--- src/rtl/spic_consts.svh ---
// Offsets, bit positions, reset values and divider counts of the serial port control block
`ifndef SPIC_CONSTS_SVH
`define SPIC_CONSTS_SVH

// ----------------------------------------
// Register offsets
// ----------------------------------------
`define SPIC_OFS_CTRL 2'h0
`define SPIC_OFS_STAT 2'h1
`define SPIC_OFS_DATA 2'h2

// ----------------------------------------
// Control register bits
// ----------------------------------------
`define SPIC_CR_RXIE 7
`define SPIC_CR_MSTR 5
`define SPIC_CR_CPOL 4
`define SPIC_CR_CLOCK_PHASE 3
`define SPIC_CR_WOM 2
`define SPIC_CR_SPE 1
`define SPIC_CR_TXIE 0
`define SPIC_CR_RESET 8'h28

// ----------------------------------------
// Status and control register bits
// ----------------------------------------
`define SPIC_SR_RXF 7
`define SPIC_SR_ERROR_IRQ_ENABLE 6
`define SPIC_SR_OVR 5
`define SPIC_SR_MODE_FAULT_FLAG 4
`define SPIC_SR_TXE 3
`define SPIC_SR_MODE_FAULT_DETECT_ENABLE 2
`define SPIC_SR_SPR_HI 1
`define SPIC_SR_SPR_LO 0

// ----------------------------------------
// Timing counts
// ----------------------------------------
`define SPIC_HALF_DIV2 6'h00
`define SPIC_HALF_DIV8 6'h03
`define SPIC_HALF_DIV32 6'h0f
`define SPIC_HALF_DIV128 6'h3f
`define SPIC_LAST_EDGE 4'hf
`define SPIC_FIRST_EDGE 4'h1

`endif

--- src/rtl/spic_pkg.sv ---
// Types shared by the serial port control block
package spic_pkg;

  typedef enum logic [0:0] {
    SPIC_IDLE,
    SPIC_RUN
  } spic_state_t;

  typedef struct packed {
    logic sclk;
    logic mosi;
    logic miso;
  } spic_pins_t;

endpackage : spic_pkg

--- src/rtl/spic_top.sv ---
// Serial port control block: registers, flags, requests, shifter and pin ownership
//
// What this block does
// - Transmit request needs empty, enable, port on
// - Receive request on full and enable
// - Error enable passes overrun or fault
// - Fault flag never sets without detection
// - Status read then data read clears full
// - Data write clears transmit empty
// - Byte moves set full and empty flags
// - Port off: empty set, transfer aborted, pins freed
// - Port off keeps control bits and full, overrun and fault flags
// - Master fault clears port enable
// - Wait mode: runs, registers closed, wakes
// - Stop mode halts, keeps register contents
// - Break with clear enable lets flags clear
// - Break without clear enable protects flags
// - Protected break data write does nothing
// - Slave drives MISO only while selected
// - Enabled port owns data and clock pins
// - Clock out as master; eight clocks per byte
// - Deselected slave ignores clock edges
// - Select pin freed when off or unchecked master
// - Fault clear: status read, control write, no fault
// - Status read then data read clears overrun
`timescale 1ns/1ps
`include "spic_consts.svh"

module spic_top (
  // Clock and reset
  input wire logic clk_in,
  input wire logic rst_b_in,
  // Register port
  input wire logic [1:0] addr_in,
  input wire logic [7:0] wdata_in,
  input wire logic wr_in,
  input wire logic rd_in,
  output logic [7:0] rdata_out,
  // System states
  input wire logic wait_mode_in,
  input wire logic stop_mode_in,
  input wire logic break_in,
  input wire logic break_flag_clear_enable_in,
  // Serial pins
  input wire spic_pkg::spic_pins_t pins_in,
  input wire logic ss_b_in,
  output spic_pkg::spic_pins_t pins_out,
  output spic_pkg::spic_pins_t pins_oe_b_out,
  output logic spi_owns_pins_out,
  output logic ss_gpio_out,
  // Requests
  output logic tx_irq_out,
  output logic rx_err_irq_out,
  output logic wake_out
);
  import spic_pkg::*;

  // ----------------------------------------
  // Declarations
  // ----------------------------------------
  logic [7:0] ctrl_q;
  logic error_irq_enable_q, mode_fault_detect_enable_q;
  logic [1:0] spr_q;
  logic rxf_q, ovr_q, mode_fault_flag_q, txe_q;
  logic arm_rxf_q, arm_ovr_q, arm_mode_fault_flag_q;
  logic [7:0] tx_q, rx_q, sh_q;
  spic_pins_t pin_s1_q, pin_s2_q;
  logic ss_s1_q, ss_s2_q, ss_s3_q, sclk_s3_q;
  spic_state_t state_q;
  logic [3:0] cnt_q;
  logic [5:0] div_q;
  logic sck_q, out_q, done_q;
  logic [7:0] rdata_q;
  spic_pins_t pins_q, oe_b_q;
  logic own_q, ss_gpio_q, tx_irq_q, rx_irq_q, wake_q;
  logic spi_enable, mstr, clock_phase, cpol, wom, slave_sel, brk_protect, acc_ok;
  logic st_rd, st_wr, dt_rd, dt_wr, cr_wr;
  logic m_tick, s_edge, edge_ev, lead, sample, shift, m_start, s_start, start, take_tx, in_bit;
  logic mode_fault_flag_cond, master_fault, clr_rxf, clr_ovr, clr_mode_fault_flag, rx_avail;
  logic [7:0] src;

  function automatic logic [5:0] half_reload(input logic [1:0] sel);
    case (sel)
      2'h0: half_reload = `SPIC_HALF_DIV2;
      2'h1: half_reload = `SPIC_HALF_DIV8;
      2'h2: half_reload = `SPIC_HALF_DIV32;
      default: half_reload = `SPIC_HALF_DIV128;
    endcase
  endfunction : half_reload

  // ----------------------------------------
  // Pin synchronisers
  // ----------------------------------------
  always_ff @(posedge clk_in or negedge rst_b_in) begin
    if (!rst_b_in) begin
      pin_s1_q <= '0;
      pin_s2_q <= '0;
      ss_s1_q <= 1'b1;
      ss_s2_q <= 1'b1;
      ss_s3_q <= 1'b1;
      sclk_s3_q <= 1'b0;
    end else begin
      pin_s1_q <= pins_in;
      pin_s2_q <= pin_s1_q;
      ss_s1_q <= ss_b_in;
      ss_s2_q <= ss_s1_q;
      ss_s3_q <= ss_s2_q;
      sclk_s3_q <= pin_s2_q.sclk;
    end
  end

  // ----------------------------------------
  // Decode and engine events
  // ----------------------------------------
  always_comb begin
    spi_enable = ctrl_q[`SPIC_CR_SPE];
    mstr = ctrl_q[`SPIC_CR_MSTR];
    clock_phase = ctrl_q[`SPIC_CR_CLOCK_PHASE];
    cpol = ctrl_q[`SPIC_CR_CPOL];
    wom = ctrl_q[`SPIC_CR_WOM];
    acc_ok = ~wait_mode_in;
    brk_protect = break_in & ~break_flag_clear_enable_in;
    st_rd = 1'b0;
    st_wr = 1'b0;
    dt_rd = 1'b0;
    dt_wr = 1'b0;
    cr_wr = 1'b0;
    if (addr_in == `SPIC_OFS_STAT) begin
      st_rd = rd_in & acc_ok;
      st_wr = wr_in & acc_ok;
    end else if (addr_in == `SPIC_OFS_DATA) begin
      dt_rd = rd_in & acc_ok;
      dt_wr = wr_in & acc_ok;
    end else if (addr_in == `SPIC_OFS_CTRL) begin
      cr_wr = wr_in & acc_ok;
    end
    slave_sel = spi_enable & ~mstr & ~ss_s2_q;
    m_tick = spi_enable & mstr & (state_q == SPIC_RUN) & (div_q == 6'h00) & ~stop_mode_in;
    s_edge = slave_sel & (pin_s2_q.sclk != sclk_s3_q) & ~stop_mode_in;
    edge_ev = mstr ? m_tick : (s_edge & (state_q == SPIC_RUN));
    lead = ~cnt_q[0];
    sample = edge_ev & (lead != clock_phase);
    shift = edge_ev & (lead == clock_phase);
    in_bit = mstr ? pin_s2_q.miso : pin_s2_q.mosi;
    m_start = spi_enable & mstr & (state_q == SPIC_IDLE) & ~txe_q & ~stop_mode_in;
    s_start = spi_enable & ~mstr & (state_q == SPIC_IDLE) & ~stop_mode_in &
              (clock_phase ? s_edge : (slave_sel & ss_s3_q));
    start = m_start | s_start;
    take_tx = start & ~txe_q;
    src = txe_q ? sh_q : tx_q;
    mode_fault_flag_cond = mode_fault_detect_enable_q & spi_enable &
                (mstr ? ~ss_s2_q : (ss_s2_q & ~ss_s3_q & (state_q == SPIC_RUN)));
    master_fault = mode_fault_flag_cond & mstr;
    clr_rxf = dt_rd & arm_rxf_q & ~brk_protect;
    clr_ovr = dt_rd & arm_ovr_q & ~brk_protect;
    clr_mode_fault_flag = cr_wr & arm_mode_fault_flag_q & ~brk_protect & ~mode_fault_flag_cond;
    rx_avail = ~rxf_q | clr_rxf;
  end

  // ----------------------------------------
  // Control bits
  // ----------------------------------------
  always_ff @(posedge clk_in or negedge rst_b_in) begin
    if (!rst_b_in) begin
      ctrl_q <= `SPIC_CR_RESET;
      error_irq_enable_q <= 1'b0;
      mode_fault_detect_enable_q <= 1'b0;
      spr_q <= 2'h0;
    end else begin
      if (cr_wr) begin
        ctrl_q <= wdata_in;
      end
      if (master_fault) begin
        ctrl_q[`SPIC_CR_SPE] <= 1'b0;
      end
      if (st_wr) begin
        error_irq_enable_q <= wdata_in[`SPIC_SR_ERROR_IRQ_ENABLE];
        mode_fault_detect_enable_q <= wdata_in[`SPIC_SR_MODE_FAULT_DETECT_ENABLE];
        spr_q <= wdata_in[`SPIC_SR_SPR_HI:`SPIC_SR_SPR_LO];
      end
    end
  end

  // ----------------------------------------
  // Status flags and clearing sequences
  // ----------------------------------------
  always_ff @(posedge clk_in or negedge rst_b_in) begin
    if (!rst_b_in) begin
      rxf_q <= 1'b0;
      ovr_q <= 1'b0;
      mode_fault_flag_q <= 1'b0;
      txe_q <= 1'b1;
      arm_rxf_q <= 1'b0;
      arm_ovr_q <= 1'b0;
      arm_mode_fault_flag_q <= 1'b0;
      tx_q <= 8'h00;
      rx_q <= 8'h00;
    end else begin
      if (st_rd & ~brk_protect) begin
        arm_rxf_q <= rxf_q;
        arm_ovr_q <= ovr_q;
        arm_mode_fault_flag_q <= mode_fault_flag_q;
      end
      if (clr_rxf) begin
        rxf_q <= 1'b0;
        arm_rxf_q <= 1'b0;
      end
      if (clr_ovr) begin
        ovr_q <= 1'b0;
        arm_ovr_q <= 1'b0;
      end
      if (clr_mode_fault_flag) begin
        mode_fault_flag_q <= 1'b0;
      end
      if (clr_mode_fault_flag | mode_fault_flag_cond) begin
        arm_mode_fault_flag_q <= 1'b0;
      end
      if (dt_wr & ~brk_protect) begin
        tx_q <= wdata_in;
        txe_q <= 1'b0;
      end
      if (done_q & ~(ovr_q & ~clr_ovr)) begin
        if (rx_avail) begin
          rx_q <= sh_q;
          rxf_q <= 1'b1;
        end else begin
          ovr_q <= 1'b1;
        end
      end
      if (mode_fault_flag_cond) begin
        mode_fault_flag_q <= 1'b1;
      end
      if (take_tx | ~spi_enable) begin
        txe_q <= 1'b1;
      end
    end
  end

  // ----------------------------------------
  // Shift engine
  // ----------------------------------------
  always_ff @(posedge clk_in or negedge rst_b_in) begin
    if (!rst_b_in) begin
      state_q <= SPIC_IDLE;
      cnt_q <= 4'h0;
      div_q <= 6'h00;
      sh_q <= 8'h00;
      out_q <= 1'b0;
      sck_q <= 1'b0;
      done_q <= 1'b0;
    end else begin
      done_q <= 1'b0;
      if (!spi_enable) begin
        state_q <= SPIC_IDLE;
        cnt_q <= 4'h0;
        sh_q <= 8'h00;
        sck_q <= cpol;
      end else if (~mstr & ss_s2_q) begin
        state_q <= SPIC_IDLE;
        cnt_q <= 4'h0;
      end else if (start) begin
        state_q <= SPIC_RUN;
        sh_q <= src;
        if (!clock_phase || !mstr) begin
          out_q <= src[7];
        end
        cnt_q <= (clock_phase & ~mstr) ? `SPIC_FIRST_EDGE : 4'h0;
        div_q <= half_reload(spr_q);
        sck_q <= cpol;
      end else if (state_q == SPIC_RUN && !stop_mode_in) begin
        if (mstr) begin
          div_q <= (div_q == 6'h00) ? half_reload(spr_q) : div_q - 6'h01;
          if (m_tick) begin
            sck_q <= ~sck_q;
          end
        end
        if (edge_ev) begin
          cnt_q <= cnt_q + 4'h1;
          if (sample) begin
            sh_q <= {sh_q[6:0], in_bit};
          end
          if (shift) begin
            out_q <= sh_q[7];
          end
          if (cnt_q == `SPIC_LAST_EDGE) begin
            state_q <= SPIC_IDLE;
            cnt_q <= 4'h0;
            done_q <= 1'b1;
          end
        end
      end else if (state_q == SPIC_IDLE) begin
        sck_q <= cpol;
      end
    end
  end

  // ----------------------------------------
  // Read data
  // ----------------------------------------
  always_ff @(posedge clk_in or negedge rst_b_in) begin
    if (!rst_b_in) begin
      rdata_q <= 8'h00;
    end else begin
      rdata_q <= 8'h00;
      if (rd_in & acc_ok) begin
        if (addr_in == `SPIC_OFS_CTRL) begin
          rdata_q <= ctrl_q;
        end else if (addr_in == `SPIC_OFS_STAT) begin
          rdata_q <= {rxf_q, error_irq_enable_q, ovr_q, mode_fault_flag_q, txe_q, mode_fault_detect_enable_q, spr_q};
        end else if (addr_in == `SPIC_OFS_DATA) begin
          rdata_q <= rx_q;
        end
      end
    end
  end

  // ----------------------------------------
  // Pin ownership and drivers
  // ----------------------------------------
  always_ff @(posedge clk_in or negedge rst_b_in) begin
    if (!rst_b_in) begin
      pins_q <= '0;
      oe_b_q <= '1;
      own_q <= 1'b0;
      ss_gpio_q <= 1'b1;
    end else begin
      own_q <= spi_enable;
      ss_gpio_q <= ~spi_enable | (mstr & ~mode_fault_detect_enable_q);
      pins_q.sclk <= sck_q;
      pins_q.mosi <= out_q;
      pins_q.miso <= out_q;
      oe_b_q <= '1;
      if (spi_enable && mstr) begin
        oe_b_q.sclk <= wom & sck_q;
        oe_b_q.mosi <= wom & out_q;
      end else if (spi_enable && !ss_s2_q) begin
        oe_b_q.miso <= wom & out_q;
      end
    end
  end

  // ----------------------------------------
  // Requests
  // ----------------------------------------
  always_ff @(posedge clk_in or negedge rst_b_in) begin
    if (!rst_b_in) begin
      tx_irq_q <= 1'b0;
      rx_irq_q <= 1'b0;
      wake_q <= 1'b0;
    end else begin
      tx_irq_q <= txe_q & ctrl_q[`SPIC_CR_TXIE] & spi_enable;
      rx_irq_q <= (rxf_q & ctrl_q[`SPIC_CR_RXIE]) | (error_irq_enable_q & (ovr_q | mode_fault_flag_q));
      wake_q <= wait_mode_in & (tx_irq_q | rx_irq_q);
    end
  end

  assign rdata_out = rdata_q;
  assign pins_out = pins_q;
  assign pins_oe_b_out = oe_b_q;
  assign spi_owns_pins_out = own_q;
  assign ss_gpio_out = ss_gpio_q;
  assign tx_irq_out = tx_irq_q;
  assign rx_err_irq_out = rx_irq_q;
  assign wake_out = wake_q;
endmodule : spic_top

--- config.mk ---
export PLATFORM = sky130hd
export DESIGN_NAME = spic_top
export DESIGN_NICKNAME = d
export VERILOG_FILES = /design/src/rtl/spic_pkg.sv /design/src/rtl/spic_top.sv
export VERILOG_INCLUDE_DIRS = /design/src /design/src/rtl
export SDC_FILE = /design/constraint.sdc
export NUM_CORES = 1
export LEC_CHECK = 0
export ABC_AREA = 1
export BUFFER_PORTS_ARGS = -buffer_cell sky130_fd_sc_hd__buf_2
export CAP_MARGIN = 5
export CORE_UTILIZATION = 55
export DETAILED_ROUTE_END_ITERATION = 16
export PLACE_DENSITY_LB_ADDON = 0.1
export SYNTH_ARGS = -nofsm -noshare
export SYNTH_HDL_FRONTEND = slang
export SYNTH_SLANG_ARGS = --single-unit
--- constraint.sdc ---
create_clock -name clk_in -period 1.85 [get_ports clk_in]
set_input_delay 0.4625 -clock clk_in [delete_from_list [all_inputs] [get_ports clk_in]]
set_output_delay 0.4625 -clock clk_in [all_outputs]
set_load 0.02 [all_outputs]
==> results by group <==
CTS
  – CTS tree: built
  – Cts hold-fix bufs: 0
  – Clock-pin slew on the worst setup and hold paths: 0.09 ns
  – Clk buf depth: 2
  – Num CTS Buffers: 9
  – Clk_lat worst skew: 0.36 ns
  – CTS sink cnt: 85
  – H-tree depth: 3
  – CTS root buffer: clkbuf_8

Worst setup path
  – Most used cell, CP: nand2_1
  – Max incr delay on CP: 0.59 ns
  – Worst setup SP type: register
  – Worst Setup Path Type: reg -> reg
  – Top Family by Delay on Critical Path: simple AND/OR/NAND/NOR gates
  – Critical Path, Cell by Cell: inv_2, nand2_2, nor2_2, nand3_2, nand2_1, nand2_2, nand2_4, buf_4, nand3_1, nand2_1, nand2_1, nand2_1
  – Worst Setup End Kind: register
  – Slowest-stage cell, CP: dfstp_2
  – Worst Path Buf+Inv: 2
  – CP Max Fanout: 11
  – CP Data Arrival Time: 2.01 ns
  – WP data required: 2.10 ns

Drt
  – WL/cell: 14.5 um
  – Via-per-instance ratio: 5.28
  – Drt first-iter violations: 303
  – Post-route ant nets: 0
  – Total number of vias: 3401
  – Router iterations before antenna repair: 5
  – Final wirelength: 9370 um
  – DRC violations left: 0

Timing
  – Final hold vios: 0
  – Setup TNS: 0 ns
  – Hold WS: 0.00777 ns
  – Max Slew Vio Count: 0
  – Crit path time final: 1.76 ns
  – Fin crit share: 0.950
  – # setup viols final: 0
  – Worst Skew: 0.00992 ns
  – Relative slew margins: 0.713
  – Post-layout worst setup margin: 0.0920 ns
  – Slew of the pin with the lowest slew margin: 0.429 ns
  – F_max: 569 MHz

Flow run
  – Max-cap viol count: 0

Cells and area
  – Final Util: 0.672
  – Nets: 568
  – Syn-to-layout area delta: 16.3%
  – Commonest non-fill, non-tap cells in the layout: nand2_1 (169), dfrtp_1 (75), inv_1 (52), o21ai_0 (39), buf_2 (39)
  – Diode count: 0
  – Most common cell after layout, fill and taps aside: nand2_1
  – Fill cells: 571
  – Layout cells sized above 1: 0.204

Logic synthesis
  – Avg Synthesized Cell Area: 8.22 um^2
  – Synthesized instance count: 483
  – Yosys cell types: 35
  – Net count after synthesis: 508
  – Synthesized cell area: 3970 um^2
  – Seq/Total Area, Yosys: 0.539
  – Flop and latch count out of synthesis: 85
  – YS warnings: 0

Floorplanning
  – Chip width: 86.9 um
  – Starting Density: 0.578
  – Chip Height: 86.9 um
  – Core region area: 6870 um^2
  – FP Rows: 30
  – Top Ports: 41
  – Total Die Area: 7560 um^2

Pwr
  – Sw frac: 0.367
  – Total power: 5.52 mW
  – Sw Pwr: 2.03 mW
  – Comb pwr share: 0.311
  – Clk pwr share: 0.242
  – Cell Pwr Density: 1200 nW/um^2
  – Internal power: 3.49 mW
  – Sequential fraction of design power: 0.446
  – Max IR drop VDD: 0.000820 V
  – Leakage power: 2.43 nW

Min path
  – Hold Crit Class: in -> async

Global routing
  – First-pass GRT wire length: 15500 um
  – Largest net degree at the start of global routing: 32
  – Initial antenna violation count: 0
  – Global Route Usage Sum: 0.275
  – Grt ovf: 0
  – Vias in the first global route: 3305

Placed design
  – Place WS: 0.0152 ns
  – PortBufs: 40
  – HPWL after DPL: 6850 um
  – Final RePlAce weighted congestion: 0.928

Run status
  – Run status: finished, final reports clean
## layer usage
layer,GRT usage,wire [um]
met2,0.469,4590
met4,0.136,289
met5,0,0
met1,0.330,3830
met3,0.0597,656
## state kept, by name, summed over array words and instances, names as in the netlist, 4 cells and up
name	flops
ctrl_q	8
rx_q	8
rdata_out	8
tx_q	8
cnt_q	4
sh_q	8
div_q	6
## synthesized netlist by cell type (all sizes together)
library cell / n / area share
a31oi: 3 / 0.0047
nand2: 173 / 0.17
nand3: 33 / 0.046
nor3: 2 / 0.0038
buf: 6 / 0.012
xnor2: 3 / 0.0066
nor2: 33 / 0.038
clkinv: 1 / 0.00094
or2: 2 / 0.0032
o221ai: 3 / 0.0066
o21ai: 49 / 0.063
nand4: 13 / 0.022
inv: 59 / 0.056
xor2: 2 / 0.0044
dfrtp: 75 / 0.47
o22ai: 1 / 0.0016
dfstp: 10 / 0.066
a21oi: 6 / 0.0085
ha: 3 / 0.0095
o211ai: 2 / 0.0038
clkbuf: 4 / 0.0038
## through the flow
stage | area (um^2) | cells
floorplan | 3970 | 483
global placement | 4370 | 626
detailed placement | 4370 | 626
CTS | 4570 | 642
global route | 4620 | 644
finish | 4620 | 644
## power groups by stage
| stage | combinational [mW] | sequential, mW | clock (mW) |
|---|---|---|---|
| final | 1.72 | 2.47 | 1.34 |
| after global routing | 1.95 | 2.50 | 1.43 |
| after floorplan | 1.10 | 2.49 | 0 |
| after detailed placement | 1.63 | 2.49 | 0 |
| after CTS | 1.65 | 2.46 | 1.36 |
| after global placement | 1.58 | 2.49 | 0 |
## path summary, 6_finish.rpt
kind                                  start           endpoint  slack, ns  depth (start not counted)
worst max-delay path              ctrl_q[5]            sh_q[2]       0.09                         12
worst min-delay path               rst_b_in  mode_fault_flag_q      0.008                          1
worst max register to register    ctrl_q[5]            sh_q[2]       0.09                         12
worst min register to register  pin_s1_q[0]        pin_s2_q[0]       0.35                          0
max in group asynchronous          rst_b_in          ctrl_q[0]       1.23                          2
min in group clk_in                 ss_b_in            ss_s1_q       0.20                          1
## final cells by class
type | count | area (um^2) | area share
sequential | 85 | 2140 | 0.463
tap | 96 | 120 | 0.0260
clock buffer | 11 | 141 | 0.0306
multi-input combinational | 328 | 1560 | 0.338
timing repair buffer | 59 | 370 | 0.0802
inverter | 60 | 225 | 0.0488
clock inverter | 5 | 58.8 | 0.0127
## kinds of logic after synthesis
kind of cell / Yosys count / share of synthesized area
xor gates and xnor gates: 5 / 0.0110
buffers and inverters: 70 / 0.0725
adders and majority gates: 3 / 0.00946
and+or+nand+nor: 256 / 0.280
AOI/OAI and AO/OA: 64 / 0.0880
DFF: 85 / 0.539
## what timing repair did
item	4_1_cts	5_1_grt
setup endpoints to repair	1	14
buffers inserted	0	2
pin swaps	0	2
resized for setup	1	7
No activity file was read; power rests on OpenSTA's default activity.
